`config.mk`:
```
export PLATFORM = sky130hd
export DESIGN_NAME = lpcfc_pin_control
export DESIGN_NICKNAME = d
export VERILOG_FILES = /design/src/rtl/lpcfc_reset_ctl.v /design/src/rtl/lpcfc_block_protect.v /design/src/rtl/lpcfc_pin_control.v
export VERILOG_INCLUDE_DIRS = /design/src /design/src/rtl
export SDC_FILE = /design/constraint.sdc
export NUM_CORES = 1
export LEC_CHECK = 0
export BUFFER_PORTS_ARGS = -buffer_cell sky130_fd_sc_hd__buf_2
export CELL_PAD_IN_SITES_DETAIL_PLACEMENT = 1
export CELL_PAD_IN_SITES_GLOBAL_PLACEMENT = 2
export CORE_UTILIZATION = 34
export CTS_BUF_LIST = sky130_fd_sc_hd__clkbuf_16
export DETAILED_ROUTE_END_ITERATION = 7
export GPL_TIMING_DRIVEN = 1
export PLACE_DENSITY = 0.9
export SYNTH_ARGS = -nofsm -noshare
export SYNTH_HDL_FRONTEND = slang
export SYNTH_SLANG_ARGS = --single-unit
```
`constraint.sdc`:
```
create_clock -name clk -period 2.9 [get_ports clk]
set_input_delay 0.58 -clock clk [delete_from_list [all_inputs] [get_ports clk]]
set_output_delay 0.58 -clock clk [all_outputs]
set_load 0.05 [all_outputs]
```
`src/rtl/lpcfc_defines.vh`:
```
// Shared constants of the LPC flash pin control front end
`ifndef LPCFC_DEFINES_VH
`define LPCFC_DEFINES_VH

`define LPCFC_ST_W 4
`define LPCFC_ST_IDLE 4'h0
`define LPCFC_ST_CYC 4'h1
`define LPCFC_ST_ADDR 4'h2
`define LPCFC_ST_WDATA 4'h3
`define LPCFC_ST_TAR1 4'h4
`define LPCFC_ST_TAR2 4'h5
`define LPCFC_ST_SYNC 4'h6
`define LPCFC_ST_RDATA 4'h7
`define LPCFC_ST_TARB1 4'h8
`define LPCFC_ST_TARB2 4'h9
`define LPCFC_ST_SKIP 4'hA

`define LPCFC_LAD_START 4'h0
`define LPCFC_CT_MEM 2'h1
`define LPCFC_CT_DIR_BIT 1
`define LPCFC_SYNC_READY 4'h0
`define LPCFC_TAR_DRIVE 4'hF
`define LPCFC_ADDR_LAST 3'h7
`define LPCFC_NIB_LAST 3'h1

`define LPCFC_SEL_HI 21
`define LPCFC_SEL_LO 19
`define LPCFC_BLK_HI 18
`define LPCFC_BLK_LO 16
`define LPCFC_TOP_BLOCK 3'h7

`define LPCFC_REG_AW 4
`define LPCFC_REG_LOCK 4'h0
`define LPCFC_REG_GPI 4'h1
`define LPCFC_REG_STATUS 4'h2
`define LPCFC_REG_PROT 4'h3
`define LPCFC_LOCK_RST 8'h00
`define LPCFC_STAT_LPC 0
`define LPCFC_STAT_READ 1
`define LPCFC_STAT_REJ 2
`define LPCFC_STAT_BUSY 3

`endif

```
`src/rtl/lpcfc_reset_ctl.v`:
```
// Internal reset combine and interface select capture
`timescale 1ns/1ps
`include "lpcfc_defines.vh"
module lpcfc_reset_ctl (
  input wire clk,
  input wire sys_rst,
  input wire interface_reset_n,
  input wire cpu_reset_n,
  input wire interface_select,
  output wire int_rst,
  output wire lpc_sel
);
  reg captured_r;
  reg lpc_sel_r;

  assign int_rst = ~interface_reset_n | ~cpu_reset_n;
  assign lpc_sel = lpc_sel_r;

  // Select is caught on the first edge after power-up and during reset only
  always @(posedge clk or posedge sys_rst) begin
    if (sys_rst) begin
      captured_r <= 1'b0;
      lpc_sel_r <= 1'b1;
    end else if (!captured_r || int_rst) begin
      captured_r <= 1'b1;
      lpc_sel_r <= ~interface_select;
    end
  end
endmodule // lpcfc_reset_ctl

```
`src/rtl/lpcfc_block_protect.v`:
```
// Per-block hardware and lock register write protection
`timescale 1ns/1ps
`include "lpcfc_defines.vh"
module lpcfc_block_protect #(
  parameter NBLK = 8
) (
  input wire [NBLK-1:0] lock_bits,
  input wire top_block_lock_n,
  input wire main_block_protect_n,
  input wire [2:0] blk,
  output wire [NBLK-1:0] prot_vec,
  output wire blk_prot
);
  genvar i;
  generate
    for (i = 0; i < NBLK; i = i + 1) begin : g_blk
      if (i == `LPCFC_TOP_BLOCK) begin : g_top
        assign prot_vec[i] = ~top_block_lock_n | lock_bits[i];
      end else begin : g_main
        assign prot_vec[i] = ~main_block_protect_n | lock_bits[i];
      end
    end
  endgenerate

  assign blk_prot = prot_vec[blk];
endmodule // lpcfc_block_protect

```
`src/rtl/lpcfc_pin_control.v`:
```
// LPC flash pin control: frame tracking, chip select, reset, protection
//
// Chosen here: the plain strobed port and the address map.
`timescale 1ns/1ps
`include "lpcfc_defines.vh"
module lpcfc_pin_control #(
  parameter NBLK = 8,
  parameter MEM_AW = 19
) (
  input wire clk,
  input wire sys_rst,
  input wire lframe_n,
  input wire [3:0] lad_in,
  output wire [3:0] lad_out,
  output wire lad_oe,
  input wire [2:0] chip_ident_straps,
  input wire [4:0] general_inputs,
  input wire interface_select,
  input wire interface_reset_n,
  input wire cpu_reset_n,
  input wire top_block_lock_n,
  input wire main_block_protect_n,
  input wire [`LPCFC_REG_AW-1:0] reg_addr,
  input wire [7:0] reg_wdata,
  input wire reg_wr,
  input wire reg_rd,
  output wire [7:0] reg_rdata,
  output wire [MEM_AW-1:0] mem_addr,
  input wire [7:0] mem_rdata,
  output wire prog_stb,
  output wire [7:0] prog_data,
  input wire leave_read_mode,
  output wire read_mode
);
  wire int_rst;
  wire lpc_sel;
  wire [NBLK-1:0] prot_vec;
  wire blk_prot;
  wire [31:0] addr_full;
  wire id_hit;

  reg [`LPCFC_ST_W-1:0] st_r;
  reg [`LPCFC_ST_W-1:0] st_nxt;
  reg [2:0] cnt_r;
  reg [2:0] cnt_nxt;
  reg [31:0] addr_r;
  reg wr_r;
  reg [3:0] wlow_r;
  reg [7:0] rdata_r;
  reg [3:0] lad_out_r;
  reg [3:0] lad_out_nxt;
  reg lad_oe_r;
  reg lad_oe_nxt;
  reg prog_stb_r;
  reg [7:0] prog_data_r;
  reg rej_r;
  reg read_mode_r;
  reg [NBLK-1:0] lock_r;
  reg [7:0] reg_rdata_r;
  reg [7:0] rd_mux;

  lpcfc_reset_ctl u_rst (
    .clk(clk),
    .sys_rst(sys_rst),
    .interface_reset_n(interface_reset_n),
    .cpu_reset_n(cpu_reset_n),
    .interface_select(interface_select),
    .int_rst(int_rst),
    .lpc_sel(lpc_sel)
  );

  lpcfc_block_protect #(
    .NBLK(NBLK)
  ) u_prot (
    .lock_bits(lock_r),
    .top_block_lock_n(top_block_lock_n),
    .main_block_protect_n(main_block_protect_n),
    .blk(addr_r[`LPCFC_BLK_HI:`LPCFC_BLK_LO]),
    .prot_vec(prot_vec),
    .blk_prot(blk_prot)
  );

  // Address as it stands once the last nibble is on the lines
  assign addr_full = {addr_r[27:0], lad_in};
  assign id_hit = (addr_full[`LPCFC_SEL_HI:`LPCFC_SEL_LO] == ~chip_ident_straps);

  assign lad_out = lad_out_r;
  assign lad_oe = lad_oe_r & ~int_rst;
  assign mem_addr = addr_r[MEM_AW-1:0];
  assign prog_stb = prog_stb_r;
  assign prog_data = prog_data_r;
  assign read_mode = read_mode_r;
  assign reg_rdata = reg_rdata_r;

  always @* begin
    st_nxt = st_r;
    cnt_nxt = cnt_r;
    if (!lpc_sel) begin
      st_nxt = `LPCFC_ST_IDLE;
      cnt_nxt = 3'h0;
    end else if (!lframe_n) begin
      // A low frame restarts decoding and drops any operation in flight
      st_nxt = (lad_in == `LPCFC_LAD_START) ? `LPCFC_ST_CYC : `LPCFC_ST_IDLE;
      cnt_nxt = 3'h0;
    end else begin
      case (st_r)
        `LPCFC_ST_IDLE: begin
          st_nxt = `LPCFC_ST_IDLE;
        end
        `LPCFC_ST_CYC: begin
          if (lad_in[3:2] == `LPCFC_CT_MEM) begin
            st_nxt = `LPCFC_ST_ADDR;
          end else begin
            st_nxt = `LPCFC_ST_SKIP;
          end
        end
        `LPCFC_ST_ADDR: begin
          if (cnt_r == `LPCFC_ADDR_LAST) begin
            cnt_nxt = 3'h0;
            if (!id_hit) begin
              st_nxt = `LPCFC_ST_SKIP;
            end else if (wr_r) begin
              st_nxt = `LPCFC_ST_WDATA;
            end else begin
              st_nxt = `LPCFC_ST_TAR1;
            end
          end else begin
            cnt_nxt = cnt_r + 3'h1;
          end
        end
        `LPCFC_ST_WDATA: begin
          if (cnt_r == `LPCFC_NIB_LAST) begin
            cnt_nxt = 3'h0;
            st_nxt = `LPCFC_ST_TAR1;
          end else begin
            cnt_nxt = cnt_r + 3'h1;
          end
        end
        `LPCFC_ST_TAR1: begin
          st_nxt = `LPCFC_ST_TAR2;
        end
        `LPCFC_ST_TAR2: begin
          st_nxt = `LPCFC_ST_SYNC;
        end
        `LPCFC_ST_SYNC: begin
          cnt_nxt = 3'h0;
          st_nxt = wr_r ? `LPCFC_ST_TARB1 : `LPCFC_ST_RDATA;
        end
        `LPCFC_ST_RDATA: begin
          if (cnt_r == `LPCFC_NIB_LAST) begin
            cnt_nxt = 3'h0;
            st_nxt = `LPCFC_ST_TARB1;
          end else begin
            cnt_nxt = cnt_r + 3'h1;
          end
        end
        `LPCFC_ST_TARB1: begin
          st_nxt = `LPCFC_ST_TARB2;
        end
        `LPCFC_ST_TARB2: begin
          st_nxt = `LPCFC_ST_IDLE;
        end
        `LPCFC_ST_SKIP: begin
          st_nxt = `LPCFC_ST_SKIP;
        end
        default: begin
          st_nxt = `LPCFC_ST_IDLE;
          cnt_nxt = 3'h0;
        end
      endcase
    end
  end

  // Drive values are prepared one edge ahead so the pins change on the clock
  always @* begin
    lad_oe_nxt = 1'b0;
    lad_out_nxt = `LPCFC_TAR_DRIVE;
    case (st_nxt)
      `LPCFC_ST_SYNC: begin
        lad_oe_nxt = 1'b1;
        lad_out_nxt = `LPCFC_SYNC_READY;
      end
      `LPCFC_ST_RDATA: begin
        lad_oe_nxt = 1'b1;
        lad_out_nxt = (cnt_nxt == 3'h0) ? rdata_r[3:0] : rdata_r[7:4];
      end
      `LPCFC_ST_TARB1: begin
        lad_oe_nxt = 1'b1;
        lad_out_nxt = `LPCFC_TAR_DRIVE;
      end
      default: begin
        lad_oe_nxt = 1'b0;
        lad_out_nxt = `LPCFC_TAR_DRIVE;
      end
    endcase
  end

  always @(posedge clk or posedge sys_rst) begin
    if (sys_rst) begin
      st_r <= `LPCFC_ST_IDLE;
      cnt_r <= 3'h0;
      addr_r <= 32'h00000000;
      wr_r <= 1'b0;
      wlow_r <= 4'h0;
      rdata_r <= 8'h00;
      lad_out_r <= `LPCFC_TAR_DRIVE;
      lad_oe_r <= 1'b0;
      prog_stb_r <= 1'b0;
      prog_data_r <= 8'h00;
    end else if (int_rst) begin
      st_r <= `LPCFC_ST_IDLE;
      cnt_r <= 3'h0;
      wr_r <= 1'b0;
      lad_out_r <= `LPCFC_TAR_DRIVE;
      lad_oe_r <= 1'b0;
      prog_stb_r <= 1'b0;
    end else begin
      st_r <= st_nxt;
      cnt_r <= cnt_nxt;
      lad_out_r <= lad_out_nxt;
      lad_oe_r <= lad_oe_nxt;
      prog_stb_r <= 1'b0;
      if (st_r == `LPCFC_ST_CYC && lframe_n) begin
        wr_r <= lad_in[`LPCFC_CT_DIR_BIT];
      end
      if (st_r == `LPCFC_ST_ADDR && lframe_n) begin
        addr_r <= addr_full;
      end
      if (st_r == `LPCFC_ST_WDATA && lframe_n) begin
        if (cnt_r == `LPCFC_NIB_LAST) begin
          prog_data_r <= {lad_in, wlow_r};
          prog_stb_r <= ~blk_prot;
        end else begin
          wlow_r <= lad_in;
        end
      end
      if (st_r == `LPCFC_ST_TAR2) begin
        rdata_r <= mem_rdata;
      end
    end
  end

  // Rejected-write flag: a new rejection wins over a write-one clear
  always @(posedge clk or posedge sys_rst) begin
    if (sys_rst) begin
      rej_r <= 1'b0;
    end else if (st_r == `LPCFC_ST_WDATA && lframe_n && !int_rst &&
                 cnt_r == `LPCFC_NIB_LAST && blk_prot) begin
      rej_r <= 1'b1;
    end else if (reg_wr && reg_addr == `LPCFC_REG_STATUS && reg_wdata[`LPCFC_STAT_REJ]) begin
      rej_r <= 1'b0;
    end
  end

  always @(posedge clk or posedge sys_rst) begin
    if (sys_rst) begin
      read_mode_r <= 1'b1;
    end else if (int_rst) begin
      read_mode_r <= 1'b1;
    end else if (leave_read_mode) begin
      read_mode_r <= 1'b0;
    end
  end

  always @(posedge clk or posedge sys_rst) begin
    if (sys_rst) begin
      lock_r <= `LPCFC_LOCK_RST;
    end else if (int_rst) begin
      lock_r <= `LPCFC_LOCK_RST;
    end else if (reg_wr && reg_addr == `LPCFC_REG_LOCK) begin
      lock_r <= reg_wdata[NBLK-1:0];
    end
  end

  always @* begin
    rd_mux = 8'h00;
    case (reg_addr)
      `LPCFC_REG_LOCK: begin
        rd_mux = lock_r;
      end
      `LPCFC_REG_GPI: begin
        rd_mux = {3'h0, general_inputs};
      end
      `LPCFC_REG_STATUS: begin
        rd_mux[`LPCFC_STAT_LPC] = lpc_sel;
        rd_mux[`LPCFC_STAT_READ] = read_mode_r;
        rd_mux[`LPCFC_STAT_REJ] = rej_r;
        rd_mux[`LPCFC_STAT_BUSY] = (st_r != `LPCFC_ST_IDLE);
      end
      `LPCFC_REG_PROT: begin
        rd_mux = prot_vec;
      end
      default: begin
        rd_mux = 8'h00;
      end
    endcase
  end

  // Read data stand for exactly the cycle after the strobe
  always @(posedge clk or posedge sys_rst) begin
    if (sys_rst) begin
      reg_rdata_r <= 8'h00;
    end else if (reg_rd) begin
      reg_rdata_r <= rd_mux;
    end else begin
      reg_rdata_r <= 8'h00;
    end
  end
endmodule // lpcfc_pin_control

```
==> impl_metrics.ini <==
[pwr]
p_sw_mw = 0.540
seqPwrFrac_pct = 43.5
p_per_area_nw_per_um2 = 536
ir_drop_uv = 319
totalPowerFinal_mw = 2.37
power_frac_comb_pct = 5.1
power.share.clock_pct = 51.4
internal-power_mw = 1.83
p_leak_nw = 2.19
switching_share_pct = 22.8

[synthesis]
yosys-top-cells-area = dfrtp_1, mux2_2, dfstp_2
synth_nets = 351
yosysWarnings = 0
synth_cells = 304
synth_top_area_share_pct = 47.1
ys.flop_type = dfrtp_1
async_flop_share_pct = 100
ys_seq_area_share_pct = 51.5
avgSynthCellArea_um2 = 11.7
netlist_area_um2 = 3560
ys_ff_latch = 73
synth_top_area_cell = dfrtp_1
synth_edf_count = 0
ys_types = 59

[die]
die_h_um = 104
rows = 36
fp.dieW_um = 104
initial_core_util_pct = 35.8
dieArea_um2 = 10900
io_pins = 85
coreArea_um2 = 9950

[clocking]
cts-buffers-inserted = 9
cts-root-buf = clkbuf_16
cts_resized = 0
cts_setup_buffers = 0
postCtsHoldBufs = 0
h-tree-depth = 3
clk_pin_slew_ns = 0.06
cts_tree = built
clock-sinks = 73
cts.path.max_buffers = 2
clk_latency_ns = 0.34

[global_route]
grt_usage_pct = 18.0
grt-ovfl-total = 0
grt_pass1_wl_um = 15200
antenna_found_initial = 0
grt_max_degree = 74
first_global_vias = 2962

[sta]
worst_slew_pin_slew_ns = 0.624
slew_viol_final = 0
fin_skew_ns = 0.00827
tns_ns = 0
hold_viol = 0
finalSetupViolCount = 0
max_freq_mhz = 430
max_slew_margin_pct = 58.4
rsz0062_at_grt = false
fin_crit_sh_pct = 80.2
fin_crit_ns = 2.33
holdWs_ns = 0.307
setup_slack_ns = 0.574

[cells_and_area]
final_common_cell = buf_2
final_layout_size_suffix_gt1_share_pct = 42.0
synthToLayoutAreaGrowth_pct = 24.3
final_cell_mix = buf_2, dfrtp_1, mux2_2
finalInstanceArea_um2 = 4430
nets = 437
antenna_cells = 0

[flow_run]
maxCapViolCount = 0

[placement]
gp_congestion = 0.869
numPortBuffers = 84
dpl_cell_area_um2 = 4100
dp_slack_ns = 0.644
dp_hpwl_um = 6690

[worst_setup_path]
worstPathRequired_ns = 3.16
cp-end-kind = flip-flop
r2r-start = st_r[0]$_DFF_PP0_
timing_worst_setup_path_type = reg2reg
r2r_setup_slack_ns = 0.57
r2r-end = lad_out[1]$_DFF_PP1_
worst_r2r_path_depth = 6
arrival_ns = 2.58
worstSetupStartpointType = flip-flop
crit_path_max_fanout = 18

[detailed_routing]
wl_per_cell_um = 17.3
drt_iter0_drc = 113
drtAntennaViolNets = 0
dr.pass1.iters = 4
vias = 2753
wirelength_um = 9140
vias_per_cell = 5.21
drc = 0

[min_path]
hp-class = in2async

[outcome]
status = complete, no violations
stage by stage:
step                      utilization (%)  std cells
final                                44.5        528
after detailed placement             41.2        512
after global placement               41.2        512
after global routing                 44.5        528
after floorplan                         -        304
after CTS                            44.5        528
power by group through the flow:
stage	clock network (mW)	logic, mW	registers [mW]
after CTS	1.24	0.124	1.03
after global placement	0	0.120	1.05
final	1.22	0.122	1.03
after floorplan	0	0.0534	1.06
after global routing	1.28	0.136	1.03
after detailed placement	0	0.123	1.05
state kept, by name, summed over array words and instances, names as in the netlist:
name              flops
addr_r               19
wlow_r                4
reg_rdata             8
lad_oe_r              1
u_rst.lpc_sel         1
lock_r                8
st_r                  4
prog_data             8
wr_r                  1
prog_stb              1
u_rst.captured_r      1
read_mode             1
rdata_r               8
lad_out               4
rej_r                 1
cnt_r                 3
cell usage after synthesis (4+ instances only):
library cell and n:
inv_1 8, mux2_2 39, nor3_1 6, nor2_1 29, nor2b_1 4, a31oi_1 4
o22ai_1 4, o21ai_1 5, o21ai_0 7, nand3b_1 4, nand2_1 14, nand2b_1 7
buf_2 4, a21oi_1 11, ha_1 4, dfstp_2 6, and3_1 11, dfrtp_1 67
nand3_1 4, mux2i_1 10, buf_4 4
kinds of logic (layout without fill, tap and decap cells):
group                      after synthesis  after routing  synth area share (%)
buffers and inverters                   20            111                  3.09
xor gates and xnor gates                 3              3                 0.738
other                                    1              1                 0.105
muxes                                   51             51                  16.2
and+or+nand+nor                        101            101                  15.9
DFF                                     73             73                  51.5
AOI/OAI and AO/OA                       51             51                  11.0
adders and majority gates                4              4                  1.41
critical path, cell delays in order (launching register included):
cell      delay [ns]
dfrtp_1         0.72
nand2b_1        0.30
a22oi_2         0.15
a221oi_4        0.46
nand2_2         0.15
a221oi_1        0.36
o21ai_1         0.10
layer usage:
| layer | share of wire [%] | up-vias | track usage [%] |
|---|---|---|---|
| li1 | - | 1286 | - |
| met1 | 45 | 1388 | 22.4 |
| met2 | 50 | 68 | 30.2 |
| met3 | 4.2 | 11 | 4.51 |
| met4 | 1.5 | 0 | 6.53 |
| met5 | 0 | - | 0 |
worst max path at each step:
stage                                 start                  endpoint  slack, ns
final                     st_r[0]$_DFF_PP0_      lad_out[1]$_DFF_PP1_       0.57
after global routing      st_r[0]$_DFF_PP0_      lad_out[0]$_DFF_PP1_       0.47
after CTS                 st_r[0]$_DFF_PP0_      lad_out[1]$_DFF_PP1_       0.63
after detailed placement  st_r[0]$_DFF_PP0_      lad_out[1]$_DFF_PP1_       0.64
after global placement    interface_reset_n  prog_data[2]$_DFFE_PP0P_       0.67
after floorplan                     sys_rst     addr_r[0]$_DFFE_PP0P_       0.48
area by class of cell:
| cell class | instances | area (um^2) |
|---|---|---|
| clock buffers | 9 | 225 |
| clock inverters | 7 | 103 |
| fillers | 1121 | 5530 |
| inverters | 9 | 33.8 |
| multi-input cells | 211 | 1620 |
| flip-flops and latches | 73 | 1830 |
| well taps | 133 | 166 |
| repair buffers | 86 | 448 |
Power figures use the tool's default switching activity.
